===== src/include/scp_defines.svh =====
// Constants of the two-wire serial control port.
`ifndef SCP_DEFINES_SVH
`define SCP_DEFINES_SVH

`define SCP_ADDR_FIXED   4'hB
`define SCP_BLK_CTRL     8'h00
`define SCP_BLK_LUT      8'h01
`define SCP_CTRL_MAX     8'h3F
`define SCP_DUMMY_BYTE   8'h00
`define SCP_BITS_BYTE    4'h8
`define SCP_BIT_LAST_TX  4'h7

`endif


===== src/include/scp_pkg.sv =====
// Types of the two-wire serial control port.
package scp_pkg;

    typedef enum logic [5:0] {
        ST_IDLE = 6'h01,
        ST_RX   = 6'h02,
        ST_ACK  = 6'h04,
        ST_TX   = 6'h08,
        ST_MACK = 6'h10,
        ST_NEXT = 6'h20
    } scp_state_t;

    typedef enum logic [1:0] {
        ROLE_ADDR = 2'h0,
        ROLE_BLK  = 2'h1,
        ROLE_BASE = 2'h2,
        ROLE_DATA = 2'h3
    } scp_role_t;

endpackage


===== src/scp_slave.sv =====
// Two-wire serial slave reaching the control registers and lookup table.
`timescale 1ns/1ps
`default_nettype none
`include "scp_defines.svh"

module scp_slave (
    input  wire logic       sys_clk,
    input  wire logic       srst,
    input  wire logic       scl_i,
    input  wire logic       sda_i,
    output logic            sda_o,
    output logic            sda_oe,
    input  wire logic [2:0] slave_addr_select_pins,
    output logic            wr_en,
    output logic            wr_lut,
    output logic [7:0]      wr_addr,
    output logic [7:0]      wr_data,
    output logic            rd_lut,
    output logic [7:0]      rd_addr,
    input  wire logic [7:0] rd_data
);

    logic              scl_s;
    logic              sda_s;
    logic [2:0]        sel_m_q;
    logic [2:0]        sel_q;
    logic              scl_p_q;
    logic              sda_p_q;
    logic              scl_rise;
    logic              scl_fall;
    logic              start_ev;
    logic              stop_ev;
    scp_pkg::scp_state_t state_q, state_d;
    scp_pkg::scp_role_t  role_q, role_d;
    logic [3:0]        cnt_q, cnt_d;
    logic [7:0]        sh_q, sh_d;
    logic              oe_q, oe_d;
    logic              rw_q, rw_d;
    logic              blk_q, blk_d;
    logic [7:0]        ptr_q, ptr_d;
    logic              dummy_q, dummy_d;
    logic              wen_q, wen_d;
    logic              wlut_q, wlut_d;
    logic [7:0]        wadr_q, wadr_d;
    logic [7:0]        wdat_q, wdat_d;
    logic              load;
    logic              addr_match;

    scp_sync u_sync_scl (
        .sys_clk (sys_clk),
        .srst    (srst),
        .pin_i   (scl_i),
        .sync_o  (scl_s)
    );

    scp_sync u_sync_sda (
        .sys_clk (sys_clk),
        .srst    (srst),
        .pin_i   (sda_i),
        .sync_o  (sda_s)
    );

    // Control block saturates, the lookup table wraps through 256 entries.
    function automatic logic [7:0] next_ptr(input logic lut,
                                            input logic [7:0] p);
        if (lut) begin
            next_ptr = p + 8'h01;
        end else if (p == `SCP_CTRL_MAX) begin
            next_ptr = p;
        end else begin
            next_ptr = p + 8'h01;
        end
    endfunction

    assign scl_rise   = scl_s & ~scl_p_q;
    assign scl_fall   = ~scl_s & scl_p_q;
    assign start_ev   = scl_s & scl_p_q & sda_p_q & ~sda_s;
    assign stop_ev    = scl_s & scl_p_q & ~sda_p_q & sda_s;
    assign addr_match = (sh_q[7:1] == {`SCP_ADDR_FIXED, sel_q});

    always_comb begin
        state_d = state_q;
        role_d  = role_q;
        cnt_d   = cnt_q;
        sh_d    = sh_q;
        oe_d    = oe_q;
        rw_d    = rw_q;
        blk_d   = blk_q;
        ptr_d   = ptr_q;
        dummy_d = dummy_q;
        wen_d   = 1'b0;
        wlut_d  = wlut_q;
        wadr_d  = wadr_q;
        wdat_d  = wdat_q;
        load    = 1'b0;
        if (start_ev) begin
            // Block and pointer survive a repeated start.
            state_d = scp_pkg::ST_RX;
            role_d  = scp_pkg::ROLE_ADDR;
            cnt_d   = 4'h0;
            oe_d    = 1'b0;
        end else if (stop_ev) begin
            state_d = scp_pkg::ST_IDLE;
            oe_d    = 1'b0;
        end else begin
            case (state_q)
                scp_pkg::ST_IDLE: begin
                    oe_d = 1'b0;
                end
                scp_pkg::ST_RX: begin
                    if (scl_rise && cnt_q != `SCP_BITS_BYTE) begin
                        sh_d  = {sh_q[6:0], sda_s};
                        cnt_d = cnt_q + 4'h1;
                    end else if (scl_fall && cnt_q == `SCP_BITS_BYTE) begin
                        state_d = scp_pkg::ST_ACK;
                        oe_d    = 1'b1;
                        case (role_q)
                            scp_pkg::ROLE_ADDR: begin
                                rw_d   = sh_q[0];
                                role_d = scp_pkg::ROLE_BLK;
                                if (!addr_match) begin
                                    state_d = scp_pkg::ST_IDLE;
                                    oe_d    = 1'b0;
                                end
                            end
                            scp_pkg::ROLE_BLK: begin
                                role_d = scp_pkg::ROLE_BASE;
                                blk_d  = sh_q[0];
                                if (sh_q != `SCP_BLK_CTRL &&
                                    sh_q != `SCP_BLK_LUT) begin
                                    state_d = scp_pkg::ST_IDLE;
                                    oe_d    = 1'b0;
                                    blk_d   = blk_q;
                                end
                            end
                            scp_pkg::ROLE_BASE: begin
                                role_d  = scp_pkg::ROLE_DATA;
                                ptr_d   = sh_q;
                                dummy_d = blk_q;
                                if (!blk_q && sh_q > `SCP_CTRL_MAX) begin
                                    state_d = scp_pkg::ST_IDLE;
                                    oe_d    = 1'b0;
                                    ptr_d   = ptr_q;
                                    dummy_d = dummy_q;
                                end
                            end
                            default: begin
                                wen_d  = 1'b1;
                                wlut_d = blk_q;
                                wadr_d = ptr_q;
                                wdat_d = sh_q;
                                ptr_d  = next_ptr(blk_q, ptr_q);
                            end
                        endcase
                    end
                end
                scp_pkg::ST_ACK: begin
                    if (scl_fall) begin
                        cnt_d = 4'h0;
                        if (rw_q && role_q == scp_pkg::ROLE_BLK) begin
                            load = 1'b1;
                        end else begin
                            state_d = scp_pkg::ST_RX;
                            oe_d    = 1'b0;
                        end
                    end
                end
                scp_pkg::ST_TX: begin
                    if (scl_fall) begin
                        if (cnt_q == `SCP_BIT_LAST_TX) begin
                            state_d = scp_pkg::ST_MACK;
                            oe_d    = 1'b0;
                        end else begin
                            sh_d  = {sh_q[6:0], 1'b0};
                            cnt_d = cnt_q + 4'h1;
                            oe_d  = ~sh_q[6];
                        end
                    end
                end
                scp_pkg::ST_MACK: begin
                    if (scl_rise) begin
                        // A high ninth bit ends the read and SDA stays free.
                        state_d = sda_s ? scp_pkg::ST_IDLE : scp_pkg::ST_NEXT;
                    end
                end
                scp_pkg::ST_NEXT: begin
                    if (scl_fall) begin
                        cnt_d = 4'h0;
                        load  = 1'b1;
                    end
                end
                default: begin
                    state_d = scp_pkg::ST_IDLE;
                    oe_d    = 1'b0;
                end
            endcase
            if (load) begin
                // The dummy byte is sent in place of the first table read,
                // and the pointer still advances past it.
                state_d = scp_pkg::ST_TX;
                sh_d    = dummy_q ? `SCP_DUMMY_BYTE : rd_data;
                oe_d    = ~sh_d[7];
                dummy_d = 1'b0;
                ptr_d   = next_ptr(blk_q, ptr_q);
            end
        end
    end

    always_ff @(posedge sys_clk) begin
        if (srst) begin
            sel_m_q    <= 3'h0;
            sel_q      <= 3'h0;
            scl_p_q    <= 1'b1;
            sda_p_q    <= 1'b1;
            state_q    <= scp_pkg::ST_IDLE;
            role_q     <= scp_pkg::ROLE_ADDR;
            cnt_q      <= 4'h0;
            sh_q       <= 8'h00;
            oe_q       <= 1'b0;
            rw_q       <= 1'b0;
            blk_q      <= 1'b0;
            ptr_q      <= 8'h00;
            dummy_q    <= 1'b0;
            wen_q      <= 1'b0;
            wlut_q     <= 1'b0;
            wadr_q     <= 8'h00;
            wdat_q     <= 8'h00;
        end else begin
            // Straps are static, so two plain flops make them safe to read.
            sel_m_q    <= slave_addr_select_pins;
            sel_q      <= sel_m_q;
            scl_p_q    <= scl_s;
            sda_p_q    <= sda_s;
            state_q    <= state_d;
            role_q     <= role_d;
            cnt_q      <= cnt_d;
            sh_q       <= sh_d;
            oe_q       <= oe_d;
            rw_q       <= rw_d;
            blk_q      <= blk_d;
            ptr_q      <= ptr_d;
            dummy_q    <= dummy_d;
            wen_q      <= wen_d;
            wlut_q     <= wlut_d;
            wadr_q     <= wadr_d;
            wdat_q     <= wdat_d;
        end
    end

    // Open-drain: the pad only ever pulls low.
    assign sda_o   = 1'b0;
    assign sda_oe  = oe_q;
    assign wr_en   = wen_q;
    assign wr_lut  = wlut_q;
    assign wr_addr = wadr_q;
    assign wr_data = wdat_q;
    assign rd_lut  = blk_q;
    assign rd_addr = ptr_q;
endmodule

`default_nettype wire


===== src/scp_sync.sv =====
// Two-flop synchroniser for one pin input.
`timescale 1ns/1ps
`default_nettype none

module scp_sync (
    input  wire logic sys_clk,
    input  wire logic srst,
    input  wire logic pin_i,
    output logic      sync_o
);

    logic meta_q;
    logic sync_q;

    // The bus idles high, so both flops come out of reset high.
    always_ff @(posedge sys_clk) begin
        if (srst) begin
            meta_q <= 1'b1;
            sync_q <= 1'b1;
        end else begin
            meta_q <= pin_i;
            sync_q <= meta_q;
        end
    end

    assign sync_o = sync_q;

endmodule

`default_nettype wire


===== config.mk =====
export PLATFORM = sky130hd
export DESIGN_NAME = scp_slave
export DESIGN_NICKNAME = d
export VERILOG_FILES = /design/src/include/scp_pkg.sv /design/src/scp_slave.sv /design/src/scp_sync.sv
export VERILOG_INCLUDE_DIRS = /design/src /design/src/include
export SDC_FILE = /design/constraint.sdc
export NUM_CORES = 1
export LEC_CHECK = 0
export BUFFER_PORTS_ARGS = -buffer_cell sky130_fd_sc_hd__buf_2
export CAP_MARGIN = 30
export CORE_MARGIN = 3
export CORE_UTILIZATION = 45
export DETAILED_ROUTE_END_ITERATION = 10
export PLACE_DENSITY_LB_ADDON = 0.2
export REMOVE_ABC_BUFFERS = 1
export SETUP_SLACK_MARGIN = 0.2
export SYNTH_ARGS = -nofsm -noshare
export SYNTH_HDL_FRONTEND = slang
export SYNTH_SLANG_ARGS = --single-unit
export TNS_END_PERCENT = 1

===== constraint.sdc =====
create_clock -name sys_clk -period 2 [get_ports sys_clk]
set_input_delay 0.3 -clock sys_clk [delete_from_list [all_inputs] [get_ports sys_clk]]
set_output_delay 0.3 -clock sys_clk [all_outputs]
set_load 0.005 [all_outputs]

After elaboration in Yosys (flattened, before gate mapping)
Index checks and enable logic that the tools add are counted.
W data, S select, Z words.
{"block": "op_classes", "order_cmp": 1, "mux": 61, "n_reduce_logical": 35, "addsub": 2, "shift": 0, "n_bitwise": 21, "div_mod_pow": 0, "eq_ne": 47, "n_mul": 0}
{"cell": "$mux W8", "count": 12}
{"cell": "$mux W6", "count": 8}
{"cell": "$ne A5 B5 Y1 const B", "count": 7}
{"cell": "$pmux W8 S2", "count": 2}
{"cell": "$ne A3 B3 Y1 const B", "count": 10}
{"cell": "$pmux W6 S5", "count": 1}
{"cell": "$reduce_and A6 Y1", "count": 5}
{"cell": "$reduce_and A8 Y1", "count": 3}
{"cell": "$mux W1", "count": 22}
{"cell": "$reduce_and A7 Y1", "count": 3}
{"cell": "$mux W4", "count": 5}
{"cell": "$ne A2 B2 Y1 const B", "count": 9}
{"cell": "$not A1 Y1", "count": 14}
{"cell": "$ne A2 B1 Y1 const B", "count": 6}
{"cell": "$pmux W4 S3", "count": 1}
{"cell": "$reduce_or A2 Y1", "count": 5}
{"cell": "$mux W3", "count": 3}
{"cell": "$pmux W3 S3", "count": 1}
{"cell": "$reduce_bool A3 Y1", "count": 3}
{"cell": "$add A8 B1 Y8 const B", "count": 1}
{"cell": "$eq A8 B6 Y1 const B", "count": 1}
{"cell": "$gt A8 B6 Y1 const B", "count": 1}
{"cell": "$ne A8 B1 Y1 const B", "count": 1}
{"cell": "$reduce_bool A8 Y1", "count": 1}
{"cell": "other kinds (28)", "count": 42}
{"block": "totals", "latch_bits": 0, "mem_bits_ro": 0, "ff_bits": 62, "ram_bits": 0, "memories": 0, "input_bits": 15, "output_inout_bits": 29, "elab_cells": 190}

Logic depth before layout (Yosys ltp)
{"block": "logic_depth", "ltp_word": 10, "ltp_mapped": 10}

Hierarchy
Synthesis repeated with hierarchy kept, for this count alone.
{"block": "unflattened", "hier_cells": 382, "area_unflattened_um2": 3191.8}
{"mod": "scp_slave", "seq_area_each_um2": 1161.1, "cells_per_inst": 374, "instances": 1, "area_each_um2": 3086.7}
{"mod": "scp_sync", "seq_area_each_um2": 40.0, "cells_per_inst": 4, "instances": 2, "area_each_um2": 52.6}

Least setup slack after synthesis
No wires, ideal clock.
{"block": "synth_path", "kind": "flip-flop to flip-flop", "start": "reg cnt_q[0]", "end": "reg sh_q[0]", "period_less_slack_ps": 2122, "arrival_time_ps": 2007, "setup_ps": 115, "slack_ps": -122, "n_path_buf": 2, "path_stages_with_launch": 10, "required_ps": 1885, "cell_sequence": "dfxtp_1 > inv_1 > ha_1 > nand3b_1 > nand2b_1 > a311o_2 > or2_1 > buf_4 > buf_6 > a2111oi_0"}
{"block": "synth_via", "elab_chain_cells": 4, "word_cells_on_any_way": 6, "classes_between": "eq/ne (4); reduce/logical (2)"}
{"element": "start, declared", "line_no": "scp_slave.sv:35", "rtl": "logic [3:0] cnt_q, cnt_d;"}
{"element": "start signal, assigned", "line_no": "scp_slave.sv:236", "rtl": "cnt_q <= cnt_d;"}
{"element": "$ne A4 B4 Y1 (no line)"}
{"element": "$logic_and A1 B1 Y1 (no line)"}
{"element": "$ne A3 B3 Y1 (no line)"}
{"element": "$reduce_and A6 Y1 (no line) (*)"}
{"element": "end signal, assigned", "line_no": "scp_slave.sv:218", "rtl": "sh_q <= 8'h00;"}
{"element": "end signal, assigned", "line_no": "scp_slave.sv:237", "rtl": "sh_q <= sh_d;"}
{"element": "end, declared", "line_no": "scp_slave.sv:36", "rtl": "logic [7:0] sh_q, sh_d;"}
Every way passes the cells marked *; elsewhere a longest branch is shown, timed or not.
A chain may end at the register's enable or synchronous reset.

Final worst setup path
{"block": "layout_path", "start": "reg state_q[1]", "end": "reg ptr_q[6], in the netlist rd_addr[6]"}
{"block": "layout_via", "elab_chain_cells": 6, "word_cells_on_any_way": 13, "classes_between": "eq/ne (6); mux (4); reduce/logical (3)"}
{"element": "start, declared", "line_no": "scp_slave.sv:33", "rtl": "scp_pkg::scp_state_t state_q, state_d;"}
{"element": "start signal, assigned", "line_no": "scp_slave.sv:215", "rtl": "state_q <= scp_pkg::ST_IDLE;"}
{"element": "start signal, assigned", "line_no": "scp_slave.sv:234", "rtl": "state_q <= state_d;"}
{"element": "$eq A6 B6 Y1 or $eq A6 B3 Y1 (tied branches)", "line_no": "scp_slave.sv:106", "rtl": "case (state_q)"}
{"element": "$pmux W1 S2", "line_no": "scp_slave.sv:106"}
{"element": "$mux W1", "line_no": "scp_slave.sv:102", "rtl": "end else if (stop_ev) begin"}
{"element": "$mux W1", "line_no": "scp_slave.sv:96", "rtl": "if (start_ev) begin"}
{"element": "$ne A3 B3 Y1 (no line), or another cell as far along"}
{"element": "$reduce_and A7 Y1 (no line)"}
{"element": "end signal, assigned", "line_no": "scp_slave.sv:241", "rtl": "ptr_q <= ptr_d;"}
{"element": "end, declared", "line_no": "scp_slave.sv:40", "rtl": "logic [7:0] ptr_q, ptr_d;"}
Parallel ways exist; a longest one is shown, timed or not. The select of a mux whose other input is x is not followed.

==> results.md <==
* Commonest non-fill, non-tap cell in the layout: buf_4
* Setup crit end kind: flop
* Final core utilization at 0.6834
* Drt wl/cell at 15.69 um
* Clk sinks at 62
* Tcrit/Tclk final at 1.035
* Maxcap violations at 0
* Share of layout cells above drive strength 1 at 0.4183
* Crit path max fanout at 4
* Max Slew Vio Count at 0
* Nets at 519
* Setup TNS at -241.6 ps
* R2r endpoint: rd_addr[6]$_SDFFE_PP0P_
* Final WS setup at -69.79 ps
* P&R area growth vs syn at 42.97%
* Reg2reg start: state_q[1]$_SDFFE_PP0P_
* Clock Latency Late Sink at 350 ps
* Starting Density at 0.4780
* Static Leak at 0.001894 uW
* RSZ-0062 raised after global routing: true
* Reg clk slew, reported paths at 80 ps
* Area of the multi-input gates at 2061 um^2
* Sequential Area at 1249 um^2
* Fmax at 0.4831 GHz
* Final count of hold timing violations at 0
* Most frequent cells in the layout: 64 x buf_4, 56 x dfxtp_1, 42 x buf_2, 40 x nand2_1, 33 x a21oi_1
* First-pass GRT wire length at 14.82 mm
* Failing checks: setup timing
* 1st-pass router iterations at 5
* FILL cells at 519
* Initial antenna violation count at 0
* Vias in the first global route at 3072
* Crit path time final at 2070 ps
* EDFF count, synth at 0
* Hold path depth at 2
* Post-Synthesis Cells at 390
* Routed wire length at 9.335 mm
* Warnings from Yosys at 0
* Die width at 89.53 um
* Synth cell types at 66
* Finished Cell Area at 4488 um^2
* Setup CP Type: reg2reg
* Io pins at 44
* Clock Skews at 13.70 ps
* Synth Cell Area at 3139 um^2
* Worst R2R Path Depth at 6
* Main flop type after synthesis: dfxtp_1
* FF-to-FF setup slack at -70 ps
* Setup bufs post-CTS at 0
* Worst Hold End: u_sync_sda.meta_q$_SDFF_PP1_
* CTS tree: yes
* Clock Path Buffers at 2
* Hold path start: sda_i
* Seq cells post-synth at 62
* CTS buffer count at 9
* Chip height at 89.53 um
* Die ar. at 8015 um^2
* CP Data Arrival Time at 2340 ps
* Vias per std cell at 5.610
* Status: finished, violations left
* Row count at 29
* Total power at 2632 uW
* Max H-tree Level at 3
* Cell Pwr Density at 586.5 nW/um^2
* Setup-failing EPs final at 5
* N_diodes at 0
* PortBufs at 42
* Worst Path Required at 2270 ps
* Hold crit path type: in2reg
* Post-synthesis async set-or-reset flop share at 0
* Root Driver: clkbuf_8
* Post-route ant nets at 0
* Post-synthesis sequential area ratio at 0.3954
* HPWL after DPL at 6.447 mm
* Starting DRT DRC Count at 327
* Placed cell area at 3954 um^2
* Total grt overflow at 0
* Peak supply drop at 472.7 uV
* Mean Syn Cell Area at 8.049 um^2
* Drt drc at 0
* Startpoint Class: flop
* Global Route Usage Sum at 0.2443
* Core area at 6568 um^2
* Via count at 3338
* Setup WS pre-CTS at -235.7 ps
* GPL Wtd Cong at 0.9698
* Pin count of the biggest net entering global routing at 28
-- critical path, stage by stage, from the launching register on --
cell,delay [ps]
dfxtp_2,340
or4_4,560
nor3_4,230
o21ai_2,100
and2_4,170
o41a_1,410
o32ai_2,190
-- synthesized netlist by cell type (5+ instances only) --
cell	count	area (um^2)
nand2_1	57	214.0
nor2_1	36	135.1
a31oi_1	5	31.28
a21oi_1	44	220.2
a211oi_1	7	52.55
a2111oi_0	6	52.55
nor2b_1	11	68.82
nor3_1	10	50.05
ha_1	7	87.58
inv_1	5	18.77
dfxtp_1	62	1241
nand2b_1	15	93.84
nand3_1	14	70.07
o21ai_0	12	60.06
or2_2	7	43.79
clkbuf_1	13	48.80
-- per-stage QoR --
step / hold slack (ps) / std cells
3_3_place_gp: 390.5 / 578
6_report: 135.5 / 595
3_5_place_dp: 397.7 / 578
2_1_floorplan: 368.9 / 370
5_1_grt: 119.6 / 595
4_1_cts: 120.4 / 595
-- flip-flops by register name, summed over array words and instances, names as in the netlist, 2 cells and up --
register	count
sh_q	8
rd_addr	8
sel_q	3
role_q	2
state_q	6
wr_data	8
sel_m_q	3
wr_addr	8
cnt_q	4
-- where the power goes --
| part | leakage [uW] | switching (uW) | internal (uW) |
|---|---|---|---|
| registers | 0.000504 | 6.54 | 1250 |
| clock network | 0.000106 | 539 | 705 |
| logic | 0.00128 | 73.2 | 61.5 |
| total | 0.00189 | 619 | 2010 |
-- logic make-up (layout without fill, tap and decap cells) --
kind of cell	after synthesis	count (layout)	share of synthesized area
compound gates	103	103	0.2100
xor+xnor	5	5	0.01395
other cells	1	1	0.001195
flops	62	62	0.3954
simple gates	182	183	0.3001
mux	4	4	0.01315
buf+inv	26	137	0.03826
fa+ha+maj	7	7	0.02790
-- final cells by class --
type                            count  share of cell area
Clock buffer                        9             0.02760
Clock inverter                      7             0.02175
Tap cell                           93             0.02593
Timing Repair Buffer              115              0.1823
Inverter                            6            0.005018
Multi-Input combinational cell    303              0.4592
Sequential cell                    62              0.2782
-- how the worst max path moves through the flow --
stage                            startpoint                      end
CTS                 state_q[0]$_SDFFE_PP1P_  rd_addr[6]$_SDFFE_PP0P_
global placement    state_q[5]$_SDFFE_PP0P_     sh_q[5]$_SDFFE_PP0P_
finish              state_q[1]$_SDFFE_PP0P_  rd_addr[6]$_SDFFE_PP0P_
floorplan           state_q[1]$_SDFFE_PP0P_  rd_addr[6]$_SDFFE_PP0P_
detailed placement  state_q[5]$_SDFFE_PP0P_     sh_q[1]$_SDFFE_PP0P_
global route        state_q[1]$_SDFFE_PP0P_  rd_addr[6]$_SDFFE_PP0P_
-- metal layers --
| layer | part of all wire | track usage | up-vias | wire [um] |
|---|---|---|---|---|
| met5 | 0 | 0 | - | 0 |
| met4 | 0.014 | 0.09202 | 0 | 133 |
| met3 | 0.047 | 0.05069 | 15 | 443 |
| met2 | 0.48 | 0.3825 | 113 | 4464 |
| met1 | 0.46 | 0.3307 | 1591 | 4293 |
| li1 | - | - | 1619 | - |
-- what timing repair did --
action | CTS | global route
setup endpoints to repair | 47 | 49
hold buffers | 0 | 0
pin swaps | 45 | 27
resized for setup | 61 | 26
cloned | 1 | 0
Power figures use the tool's default switching activity.
